--- src/hdl/adc_regs.svh ---
// constants for the async dram host controller: pin timing counts and widths
// assumes a 40 MHz core clock; counts derived from ns figures by expressions
`ifndef ADC_REGS_SVH
`define ADC_REGS_SVH

`define ADC_CLK_MHZ        40
`define ADC_PERIOD_NS      25
`define ADC_CEIL(ns)       (((ns) + `ADC_PERIOD_NS - 1) / `ADC_PERIOD_NS)
`define ADC_FLOOR(ns)      ((ns) / `ADC_PERIOD_NS)
// times in ns except pause (us) and refresh (ms), slow grade (-70) figures so both grades are met
`define ADC_T_PAUSE_US     200
`define ADC_PAUSE_CYC      (`ADC_T_PAUSE_US * `ADC_CLK_MHZ)
`define ADC_INIT_REFRESHES 8
`define ADC_T_RC_NS        130
`define ADC_T_RP_NS        50
`define ADC_T_RAS_NS       70
`define ADC_T_RAS_MAX_NS   10000
`define ADC_T_CAS_NS       20
`define ADC_T_CP_NS        10
`define ADC_ROW_TO_COLUMN_DELAY_NS       20
`define ADC_T_CSR_NS       10
`define ADC_T_REF_MS       64
`define ADC_REFRESH_ROWS   4096
`define ADC_REF_INT_CYC    ((`ADC_T_REF_MS * 1000 * `ADC_CLK_MHZ) / `ADC_REFRESH_ROWS)
`define ADC_RP_CYC         `ADC_CEIL(`ADC_T_RP_NS)
`define ADC_RAS_CYC        `ADC_CEIL(`ADC_T_RAS_NS)
`define ADC_RAS_MAX_CYC    `ADC_FLOOR(`ADC_T_RAS_MAX_NS)
`define ADC_CAS_CYC        `ADC_CEIL(`ADC_T_CAS_NS)
`define ADC_CP_CYC         `ADC_CEIL(`ADC_T_CP_NS)
`define ADC_RCD_CYC        `ADC_CEIL(`ADC_ROW_TO_COLUMN_DELAY_NS)
`define ADC_CSR_CYC        `ADC_CEIL(`ADC_T_CSR_NS)
`define ADC_RC_CYC         `ADC_CEIL(`ADC_T_RC_NS)
`define ADC_ADDR_W         12
`define ADC_DATA_W         40
`define ADC_DATA36_W       36
`define ADC_CNT_W          14
`define ADC_BUF_DEPTH      2

`endif

--- src/hdl/adc_pkg.sv ---
// types shared by the async dram host controller
// assumes adc_regs.svh is on the include path
`default_nettype none
`include "adc_regs.svh"
package adc_pkg;
    typedef enum logic [2:0] {
        ADC_OP_READ    = 3'b000,
        ADC_OP_WRITE   = 3'b001,
        ADC_OP_RMW     = 3'b010
    } adc_op_e;

    // one request: bank, row, column, op, write data, page hold
    typedef struct packed {
        logic                    bank;
        logic [`ADC_ADDR_W-1:0]  row;
        logic [`ADC_ADDR_W-1:0]  col;
        adc_op_e                 op;
        logic [`ADC_DATA_W-1:0]  wdata;
        logic                    keep_page;
    } adc_req_s;

    typedef logic [`ADC_DATA_W-1:0] adc_data_t;
endpackage : adc_pkg
`default_nettype wire

--- src/hdl/adc_ctrl.sv ---
// host controller for a two-bank asynchronous page-mode dram module
// assumes a 40 MHz core clock, strobes launched from flops, dq from pins
`default_nettype none
`include "adc_regs.svh"
module adc_ctrl
    import adc_pkg::*;
#(
    parameter int PAUSE_CYC   = `ADC_PAUSE_CYC,
    parameter int REF_INT_CYC = `ADC_REF_INT_CYC
) (
    input  wire logic                      CORE_CLK,
    input  wire logic                      RST_N,
    input  wire logic                      CE,
    input  wire logic                      USE_CBR_INIT,
    input  wire logic                      REQ_VALID,
    output logic                           REQ_READY,
    input  wire adc_pkg::adc_req_s         REQ,
    output logic                           RD_VALID,
    input  wire logic                      RD_READY,
    output adc_pkg::adc_data_t             RD_DATA,
    output logic                           INIT_DONE,
    output logic                           FAST_GRADE,
    output logic                           ECC_MODULE,
    output logic [1:0]                     RAS_N,
    output logic                           CAS_N,
    output logic                           WE_N,
    output logic                           OE_N,
    output logic [`ADC_ADDR_W-1:0]         ADDR,
    output adc_pkg::adc_data_t             DQ_O,
    output logic                           DQ_OE,
    input  wire adc_pkg::adc_data_t        DQ_I,
    input  wire logic                      STRAP_ECC,
    input  wire logic                      STRAP_THREE
);
    import adc_pkg::*;

    typedef enum logic [3:0] {
        S_PAUSE   = 4'b0000,
        S_IDLE    = 4'b0001,
        S_ROW     = 4'b0010,
        S_RCD     = 4'b0011,
        S_CASLO   = 4'b0100,
        S_WEWAIT  = 4'b0101,
        S_CASHI   = 4'b0110,
        S_RASHI   = 4'b0111,
        S_CBRCAS  = 4'b1000,
        S_CBRRAS  = 4'b1001,
        S_ROREF   = 4'b1010
    } adc_state_e;

    // -------------------------------------------------------------
    // reset release and pin synchronisers
    // -------------------------------------------------------------
    logic [1:0]  rst_sync_r;
    wire         rst_n = rst_sync_r[1];
    adc_data_t   dq_s1_r, dq_s2_r;
    logic [1:0]  ecc_s_r, gr_s_r;

    // reset released through two flops
    always_ff @(posedge CORE_CLK or negedge RST_N) begin
        if (!RST_N) rst_sync_r <= 2'b00;
        else        rst_sync_r <= {rst_sync_r[0], 1'b1};
    end

    // dq and straps come off the board, two flops before use
    always_ff @(posedge CORE_CLK or negedge rst_n) begin
        if (!rst_n) begin
            dq_s1_r <= '0;
            dq_s2_r <= '0;
            ecc_s_r <= 2'b00;
            gr_s_r  <= 2'b00;
        end else if (CE) begin
            dq_s1_r <= DQ_I;
            dq_s2_r <= dq_s1_r;
            ecc_s_r <= {ecc_s_r[0], STRAP_ECC};
            gr_s_r  <= {gr_s_r[0], STRAP_THREE};
        end
    end

    // -------------------------------------------------------------
    // state, timers and pin registers
    // -------------------------------------------------------------
    adc_state_e              st_r, st_nxt;
    logic [`ADC_CNT_W-1:0]   tmr_r, tmr_nxt;
    logic [`ADC_CNT_W-1:0]   ras_r;            // row-active time
    logic [`ADC_CNT_W-1:0]   rc_r;             // since last row fall
    logic [15:0]             pause_r;
    logic [3:0]              init_r;
    logic [`ADC_CNT_W-1:0]   refint_r;
    logic                    ref_due_r;
    logic [`ADC_ADDR_W-1:0]  ref_row_r;
    logic                    ref_bank_r;
    adc_req_s                cur_r;
    logic                    open_r;
    logic                    init_done_r;
    logic [1:0]              ras_n_r;
    logic                    cas_n_r, we_n_r, oe_n_r, dq_oe_r;
    logic [`ADC_ADDR_W-1:0]  addr_r;
    adc_data_t               dq_o_r;
    logic                    cap_r;
    logic                    buf_in_ready;

    // page hit: same bank and row with page hold still set
    wire hit   = open_r && REQ_VALID && cur_r.keep_page && REQ.bank == cur_r.bank
                 && REQ.row == cur_r.row;
    wire t_done = (tmr_r == '0);
    wire ras_ok = (ras_r >= `ADC_CNT_W'(`ADC_RAS_CYC));
    wire ras_long = (ras_r >= `ADC_CNT_W'(`ADC_RAS_MAX_CYC - `ADC_RC_CYC));
    wire rc_ok  = (rc_r >= `ADC_CNT_W'(`ADC_RC_CYC));
    wire take   = (st_r == S_IDLE) && init_done_r && !ref_due_r && REQ_VALID && rc_ok
                  && buf_in_ready;
    wire take_pg = (st_r == S_CASHI) && t_done && hit && !ref_due_r && !ras_long
                   && buf_in_ready;
    wire is_wr  = (cur_r.op == ADC_OP_WRITE);
    wire is_rmw = (cur_r.op == ADC_OP_RMW);
    wire ref_go = (st_r == S_IDLE) && rc_ok && (!init_done_r ? pause_r == '0 : ref_due_r);
    wire column_before_row_refresh    = !init_done_r && USE_CBR_INIT;

    // next-state decode
    always_comb begin
        st_nxt  = st_r;
        tmr_nxt = t_done ? tmr_r : tmr_r - 1'b1;
        case (st_r)
            S_PAUSE: if (pause_r == '0) st_nxt = S_IDLE;
            S_IDLE: begin
                if (ref_go) begin
                    st_nxt  = column_before_row_refresh ? S_CBRCAS : S_ROREF;
                    tmr_nxt = `ADC_CNT_W'(column_before_row_refresh ? `ADC_CSR_CYC : `ADC_RAS_CYC);
                end else if (take) begin
                    st_nxt  = S_RCD;
                    tmr_nxt = `ADC_CNT_W'(`ADC_RCD_CYC);
                end
            end
            S_RCD: if (t_done) begin
                st_nxt  = S_CASLO;
                tmr_nxt = `ADC_CNT_W'(`ADC_CAS_CYC);
            end
            S_CASLO: if (t_done) begin
                st_nxt  = is_rmw ? S_WEWAIT : S_CASHI;
                tmr_nxt = `ADC_CNT_W'(`ADC_CP_CYC);
            end
            S_WEWAIT: if (t_done) begin
                st_nxt  = S_CASHI;
                tmr_nxt = `ADC_CNT_W'(`ADC_CP_CYC);
            end
            S_CASHI: begin
                if (take_pg) begin
                    st_nxt  = S_CASLO;
                    tmr_nxt = `ADC_CNT_W'(`ADC_CAS_CYC);
                end else if (t_done && ras_ok && !(hit && !ras_long && !ref_due_r)) begin
                    st_nxt  = S_RASHI;
                    tmr_nxt = `ADC_CNT_W'(`ADC_RP_CYC);
                end
            end
            S_ROREF, S_CBRRAS: if (t_done) begin
                st_nxt  = S_RASHI;
                tmr_nxt = `ADC_CNT_W'(`ADC_RP_CYC);
            end
            S_CBRCAS: if (t_done) begin
                st_nxt  = S_CBRRAS;
                tmr_nxt = `ADC_CNT_W'(`ADC_RAS_CYC);
            end
            S_RASHI: if (t_done) st_nxt = S_IDLE;
            default: st_nxt = S_IDLE;
        endcase
    end

    // state and bookkeeping
    always_ff @(posedge CORE_CLK or negedge rst_n) begin
        if (!rst_n) begin
            st_r       <= S_PAUSE;
            tmr_r      <= '0;
            pause_r    <= 16'(PAUSE_CYC);
            init_r     <= '0;
            init_done_r <= 1'b0;
            cur_r      <= '0;
            open_r     <= 1'b0;
        end else if (CE) begin
            st_r    <= st_nxt;
            tmr_r   <= tmr_nxt;
            // pause is loaded at reset, so idle never starts before a full count
            if (st_r == S_PAUSE && pause_r != '0)
                pause_r <= pause_r - 1'b1;
            else if (st_r != S_PAUSE)
                pause_r <= '0;
            if (take || take_pg)
                cur_r <= REQ;
            open_r <= (st_nxt == S_RCD || st_nxt == S_CASLO || st_nxt == S_CASHI
                       || st_nxt == S_WEWAIT);
            if (!init_done_r && st_r == S_RASHI && t_done) begin
                init_r <= init_r + 1'b1;
                if (init_r == 4'(`ADC_INIT_REFRESHES - 1)) init_done_r <= 1'b1;
            end
        end
    end

    // row-active and cycle-spacing counters, saturating
    always_ff @(posedge CORE_CLK or negedge rst_n) begin
        if (!rst_n) begin
            ras_r <= '0;
            rc_r  <= '1;
        end else if (CE) begin
            ras_r <= (&ras_n_r) ? '0 : (ras_r == '1 ? ras_r : ras_r + 1'b1);
            rc_r  <= (st_nxt == S_RCD && st_r == S_IDLE) || st_nxt == S_ROREF
                     || st_nxt == S_CBRRAS ? '0 : (rc_r == '1 ? rc_r : rc_r + 1'b1);
        end
    end

    // refresh interval: one bank per half-interval tick, banks alternate, row steps after bank 1
    always_ff @(posedge CORE_CLK or negedge rst_n) begin
        if (!rst_n) begin
            refint_r   <= '0;
            ref_due_r  <= 1'b0;
            ref_row_r  <= '0;
            ref_bank_r <= 1'b0;
        end else if (CE) begin
            refint_r <= (refint_r == '0) ? `ADC_CNT_W'(REF_INT_CYC / 2 - 1) : refint_r - 1'b1;
            // set wins over the clear from the refresh start
            if (init_done_r && refint_r == '0)
                ref_due_r <= 1'b1;
            else if (ref_go && init_done_r)
                ref_due_r <= 1'b0;
            if (st_r == S_ROREF && t_done) begin
                ref_bank_r <= ~ref_bank_r;
                if (ref_bank_r) ref_row_r <= ref_row_r + 1'b1;
            end
        end
    end

    // -------------------------------------------------------------
    // pin drive
    // -------------------------------------------------------------
    wire [1:0] row_sel = cur_r.bank ? 2'b01 : 2'b10;  // one bank low only
    wire [1:0] ref_sel = 2'b00;                       // refresh both banks at once

    always_ff @(posedge CORE_CLK or negedge rst_n) begin
        if (!rst_n) begin
            ras_n_r <= 2'b11;
            cas_n_r <= 1'b1;
            we_n_r  <= 1'b1;
            oe_n_r  <= 1'b1;
            dq_oe_r <= 1'b0;
            addr_r  <= '0;
            dq_o_r  <= '0;
            cap_r   <= 1'b0;
        end else if (CE) begin
            cap_r <= 1'b0;
            case (st_nxt)
                S_RCD: begin
                    ras_n_r <= REQ.bank ? 2'b01 : 2'b10;
                    addr_r  <= REQ.row;
                    we_n_r  <= (REQ.op != ADC_OP_WRITE);
                    oe_n_r  <= (REQ.op == ADC_OP_WRITE);
                end
                S_CASLO: begin
                    ras_n_r <= row_sel;
                    cas_n_r <= 1'b0;
                    addr_r  <= take_pg ? REQ.col : cur_r.col;
                    if (take_pg) begin
                        we_n_r  <= (REQ.op != ADC_OP_WRITE);
                        oe_n_r  <= (REQ.op == ADC_OP_WRITE);
                        dq_o_r  <= REQ.wdata;
                        dq_oe_r <= (REQ.op == ADC_OP_WRITE);
                    end else begin
                        dq_o_r  <= cur_r.wdata;
                        dq_oe_r <= is_wr;
                    end
                end
                S_WEWAIT: begin
                    oe_n_r  <= 1'b1;
                    we_n_r  <= 1'b0;
                    dq_oe_r <= 1'b1;
                    cap_r   <= (st_r == S_CASLO);
                end
                S_CASHI: begin
                    cas_n_r <= 1'b1;
                    dq_oe_r <= 1'b0;
                    cap_r   <= (st_r == S_CASLO) && !is_wr;
                end
                S_RASHI: begin
                    ras_n_r <= 2'b11;
                    cas_n_r <= 1'b1;
                    we_n_r  <= 1'b1;
                    oe_n_r  <= 1'b1;
                    dq_oe_r <= 1'b0;
                end
                S_ROREF: begin
                    ras_n_r <= ref_bank_r ? 2'b01 : 2'b10;
                    addr_r  <= ref_row_r;
                end
                S_CBRCAS: begin
                    cas_n_r <= 1'b0;
                    we_n_r  <= 1'b1;
                end
                S_CBRRAS: ras_n_r <= ref_sel;
                default: ;
            endcase
        end
    end

    // -------------------------------------------------------------
    // read data path and straps
    // -------------------------------------------------------------
    adc_data_t rd_word;
    assign rd_word = dq_s2_r;           // sampled one cycle before column end, after access time

    adc_buf u_buf (
        .clk       (CORE_CLK),
        .rst_n     (rst_n),
        .ce        (CE),
        .in_valid  (cap_r),
        .in_ready  (buf_in_ready),
        .in_data   (rd_word),
        .out_valid (RD_VALID),
        .out_ready (RD_READY),
        .out_data  (RD_DATA)
    );

    // strap status; grounded third strap means the slower grade
    logic fast_r, ecc_r;
    always_ff @(posedge CORE_CLK or negedge rst_n) begin
        if (!rst_n) begin
            fast_r <= 1'b0;
            ecc_r  <= 1'b0;
        end else if (CE) begin
            fast_r <= gr_s_r[1];
            ecc_r  <= !ecc_s_r[1];
        end
    end

    assign REQ_READY  = (st_r == S_IDLE) ? take : take_pg;
    assign INIT_DONE  = init_done_r;
    assign FAST_GRADE = fast_r;
    assign ECC_MODULE = ecc_r;
    assign RAS_N      = ras_n_r;
    assign CAS_N      = cas_n_r;
    assign WE_N       = we_n_r;
    assign OE_N       = oe_n_r;
    assign ADDR       = addr_r;
    assign DQ_O       = dq_o_r;     // upper four bits unused on x36
    assign DQ_OE      = dq_oe_r;
endmodule : adc_ctrl
`default_nettype wire

--- src/hdl/adc_buf.sv ---
// two-entry valid/ready buffer for read data
// assumes one clock, asynchronous clear from the released reset
`default_nettype none
`include "adc_regs.svh"
module adc_buf (
    input  wire logic                   clk,
    input  wire logic                   rst_n,
    input  wire logic                   ce,
    input  wire logic                   in_valid,
    output logic                        in_ready,
    input  wire logic [`ADC_DATA_W-1:0] in_data,
    output logic                        out_valid,
    input  wire logic                   out_ready,
    output logic [`ADC_DATA_W-1:0]      out_data
);
    logic [`ADC_DATA_W-1:0] mem_r [`ADC_BUF_DEPTH];
    logic                   wp_r;
    logic                   rp_r;
    logic [1:0]             cnt_r;
    wire                    push = in_valid && in_ready;
    wire                    pop  = out_valid && out_ready;

    // honest full and empty from the occupancy count
    assign in_ready  = (cnt_r != 2'(`ADC_BUF_DEPTH));
    assign out_valid = (cnt_r != 2'h0);
    assign out_data  = mem_r[rp_r];

    // pointers and storage
    always_ff @(posedge clk or negedge rst_n) begin
        if (!rst_n) begin
            wp_r  <= 1'b0;
            rp_r  <= 1'b0;
            cnt_r <= 2'h0;
        end else if (ce) begin
            if (push) begin
                mem_r[wp_r] <= in_data;
                wp_r        <= ~wp_r;
            end
            if (pop)
                rp_r <= ~rp_r;
            cnt_r <= cnt_r + 2'(push) - 2'(pop);
        end
    end
endmodule : adc_buf
`default_nettype wire

--- config.mk ---
export PLATFORM = sky130hd
export DESIGN_NAME = adc_ctrl
export DESIGN_NICKNAME = d
export VERILOG_FILES = /design/src/hdl/adc_pkg.sv /design/src/hdl/adc_ctrl.sv /design/src/hdl/adc_buf.sv
export VERILOG_INCLUDE_DIRS = /design/src /design/src/hdl
export SDC_FILE = /design/constraint.sdc
export NUM_CORES = 1
export LEC_CHECK = 0
export BUFFER_PORTS_ARGS = -buffer_cell sky130_fd_sc_hd__buf_2
export CELL_PAD_IN_SITES_DETAIL_PLACEMENT = 1
export CELL_PAD_IN_SITES_GLOBAL_PLACEMENT = 2
export CORE_ASPECT_RATIO = 0.9
export CORE_MARGIN = 1.5
export CORE_UTILIZATION = 40
export CTS_BUF_LIST = sky130_fd_sc_hd__clkbuf_8 sky130_fd_sc_hd__clkbuf_16
export CTS_CLUSTER_SIZE = 10
export DETAILED_ROUTE_END_ITERATION = 6
export GPL_TIMING_DRIVEN = 0
export PLACE_DENSITY = 0.9
export SLEW_MARGIN = 10
export SYNTH_ARGS = -nofsm -noshare
export SYNTH_HDL_FRONTEND = slang
export SYNTH_SLANG_ARGS = --single-unit
--- constraint.sdc ---
create_clock -name CORE_CLK -period 10.7 [get_ports CORE_CLK]
set_input_delay 1.605 -clock CORE_CLK [delete_from_list [all_inputs] [get_ports CORE_CLK]]
set_output_delay 1.605 -clock CORE_CLK [all_outputs]
set_load 0.005 [all_outputs]
==> results by group <==
Job
  – Max-cap violations: 0

Place
  – Hpwl dp: 33270 um
  – PortBufs: 219
  – DP Area: a little under 20000 um2
  – Dpl cells: roughly 2300
  – RePlAce Congestion: 0.9035

Clock network
  – Total setup buffers inserted after CTS: 0
  – Clock sink count: just under 400
  – Clock buffer count from CTS: 46
  – CTS H-tree depth: 2
  – CTS Root Cell: clkbuf_16
  – Skew-Pair Late Insertion Delay: 0.57 ns
  – Clock Tree Buf Depth: 3
  – CTS resizes: 0
  – CTS tree: done
  – Hold buffer count at cts: 0
  – Clock Pin Slew Worst Setup and Hold Paths: approximately 0.060 ns

GRT
  – First-pass GRT wire length: 75260 um
  – Vias in the first global route: between 10000 and 15000
  – Grt ovf: 0
  – Largest net degree at the start of global routing: between 60 and 70
  – Initial antenna violation count: 13
  – GRT Overall Usage: roughly a fifth

Worst setup path
  – Crit Path Max Fanout: 4
  – Register-to-Register Path Depth: 9
  – Setup CP Type: input port to primary output
  – Register-to-register setup slack: 6.90 ns
  – Critical Path Sink Type: primary output
  – Crit start category: input port
  – CP arrival: 3.31 ns
  – Worst Path Required: ~9.1 ns

Floorplan
  – Die Y: 203.4 um
  – Die Wd: 225.7 um
  – Die area: 45900 um2
  – Io pins: 220
  – Total core area: between 40000 and 50000 um2
  – Starting Density: 40.45%
  – Floorplan row count: 73

Detailed routing
  – Final WL: 46760 um
  – Vias: about 12000
  – First DRT Iteration DRCs: 673
  – Pre-antenna DRT Iters: 6
  – Antenna Violating Nets Remaining: 0
  – Via/cell ratio: 5.316
  – Drt wl/cell: 19.91 um
  – DRC: 0

Synth
  – Mapped Cells: 1439
  – Top FF cell, synth: dfrtp_1
  – Mapped Area: 17850 um2
  – Part of the Yosys area used for sequential elements: 57.94%
  – Async SR Flop Fraction: 79.80%
  – Post-synthesis area per instance: 12.40 um2
  – Post-synth EDFFs: 80
  – Cell variety after synth: 76
  – Flop and latch count out of synthesis: 396
  – Syn nets: 1569
  – Syn. warnings: 0

Cells and area
  – Number of nets in the layout: 1843
  – Most common cell after layout, fill and taps aside: dfrtp_1
  – Share of layout cells above drive strength 1: between 30% and 40%
  – Final core area utilization: 48.05%
  – Synthesis-to-finish area growth: 18.78%
  – Register Area: around 10000 um2
  – Finished Layout Cells: 2349
  – Most frequent cells in the layout: 290 x dfrtp_1, 231 x buf_2, 199 x mux2_2
  – Multi-input gate area: between 7000 and 8000 um2
  – Final Cell Area: 21200 um2
  – FILL cells: 4701

Timing
  – Fin Hold WS: ~0.36 ns
  – Period utilization: between 40 and 50%
  – Total negative slack: 0 ns
  – Slew margin rel.: 38.07%
  – Fmax: 203.3 MHz
  – Final Slew Violations: 0
  – Final setup fails: 0
  – Worst Tran Pin Value: 0.9289 ns
  – Final hold violation count: 0
  – Unrepaired setup endpoints after global routing: false
  – Min cycle time layout: 4.918 ns
  – Clk_skew: roughly 0.026 ns

Worst hold path
  – Hold crit path type: register to asynchronous set/reset pin

Power and ir drop
  – Power per cell area: 252.1 nW/um2
  – Leakage: 9.531 nW
  – Peak supply drop: 0.1552 mV

Outcome
  – Outcome: finished, final reports clean
==> area by class of cell <==
class	instances	share of cell area, %
flip-flops and latches	396	48.80
multi-input cells	934	33.24
repair buffers	226	6.008
clock buffers	47	5.495
well taps	600	3.541
plain buffers	68	1.452
inverters	41	0.7260
clock inverters	32	0.6787
diodes	5	0.05902
==> metrics by stage <==
stage | setup WS, ns | power [mW]
after floorplan | 1.259 | 3.389
after global routing | 5.591 | 5.673
after global placement | -2.542 | 3.865
after CTS | 5.694 | 5.400
final | 5.782 | 5.344
after detailed placement | 5.734 | 3.974
==> synthesized netlist by cell type (5+ instances only) <==
| master | count | area share [%] |
|---|---|---|
| nor4_1 | 17 | 0.60 |
| nor2_1 | 79 | 1.7 |
| xor2_1 | 32 | 1.6 |
| xnor2_1 | 41 | 2.0 |
| a21o_1 | 5 | 0.21 |
| a21oi_1 | 34 | 0.95 |
| nand2b_1 | 8 | 0.28 |
| nand2_1 | 108 | 2.3 |
| o32ai_1 | 14 | 0.69 |
| buf_2 | 12 | 0.34 |
| inv_1 | 39 | 0.82 |
| nor2b_1 | 6 | 0.21 |
| o31ai_1 | 5 | 0.21 |
| nor3_1 | 27 | 0.76 |
| a21oi_2 | 10 | 0.49 |
| and4_1 | 5 | 0.25 |
| nor3b_1 | 8 | 0.34 |
| dfrtp_1 | 291 | 41 |
| nand4_1 | 18 | 0.63 |
| o21ai_0 | 77 | 2.2 |
| buf_1 | 13 | 0.27 |
| and3_1 | 15 | 0.53 |
| nand3_1 | 31 | 0.87 |
| or3_1 | 12 | 0.42 |
| and2_1 | 6 | 0.21 |
| mux2i_1 | 78 | 4.4 |
| or4_1 | 6 | 0.25 |
| clkbuf_1 | 36 | 0.76 |
| ha_1 | 13 | 0.91 |
| o211ai_1 | 5 | 0.21 |
| mux2_2 | 199 | 13 |
| edfxtp_1 | 80 | 13 |
| dfstp_2 | 25 | 3.7 |
| a31oi_1 | 7 | 0.25 |
==> worst max-delay path: stages <==
cell and delay, ns:
buf_2 0.13, and4b_1 0.25, nand4_1 0.11, nor4_1 0.66, nand4_1 0.23, nand2_1 0.16, buf_2 0.17
==> final timing paths <==
| check | start | endpoint |
|---|---|---|
| worst max-delay path | REQ_VALID | REQ_READY |
| worst min-delay path | rst_sync_r[1]$_DFF_PN0_ | ADDR[8]$_DFFE_PN0P_ |
| worst max register to register | st_r[3]$_DFFE_PN0P_ | cur_r[64]$_DFFE_PN0P_ |
| worst min register to register | rst_sync_r[1]$_DFF_PN0_ | ADDR[8]$_DFFE_PN0P_ |
| max in group asynchronous | rst_sync_r[1]$_DFF_PN0_ | rc_r[6]$_DFFE_PN1P_ |
| min in group CORE_CLK | rst_sync_r[0]$_DFF_PN0_ | rst_sync_r[1]$_DFF_PN0_ |
==> power breakdown <==
part           internal, mW  switching (mW)
Sequential             1.93           0.278
Clock                 0.779           0.607
Combinational         0.796           0.956
==> metal layers <==
| metal | up-vias | wire length, um | GRT usage [%] | part of all wire (%) |
|---|---|---|---|---|
| met5 | - | 114 | 0 | 0.24 |
| met4 | 16 | 1101 | 6.112 | 2.4 |
| met3 | 91 | 2914 | 5.662 | 6.2 |
| met2 | 284 | 22850 | 35.16 | 49 |
| met1 | 6342 | 19780 | 25.98 | 42 |
| li1 | 5755 | - | - | - |
==> cell families (layout without fill, tap and decap cells) <==
group	Yosys count	count (layout)	share of synthesized area, %
xor gates and xnor gates	73	73	3.582
DFF	396	396	57.94
AOI/OAI and AO/OA	206	206	7.656
adders and majority gates	14	14	0.9675
buffers and inverters	109	414	2.587
muxes	277	277	16.93
and+or+nand+nor	363	363	10.31
other	1	6	0.02101
==> flip-flops by register name, summed over array words and instances, names as in the netlist, 4 cells and up <==
name / count
ADDR: 12
DQ_O: 40
cur_r: 69
dq_s1_r: 40
dq_s2_r: 40
init_r: 4
pause_r: 16
ras_r: 14
rc_r: 14
ref_row_r: 12
refint_r: 14
st_r: 4
tmr_r: 14
u_buf.mem_r: 80
(Power assumes the default switching activity.)
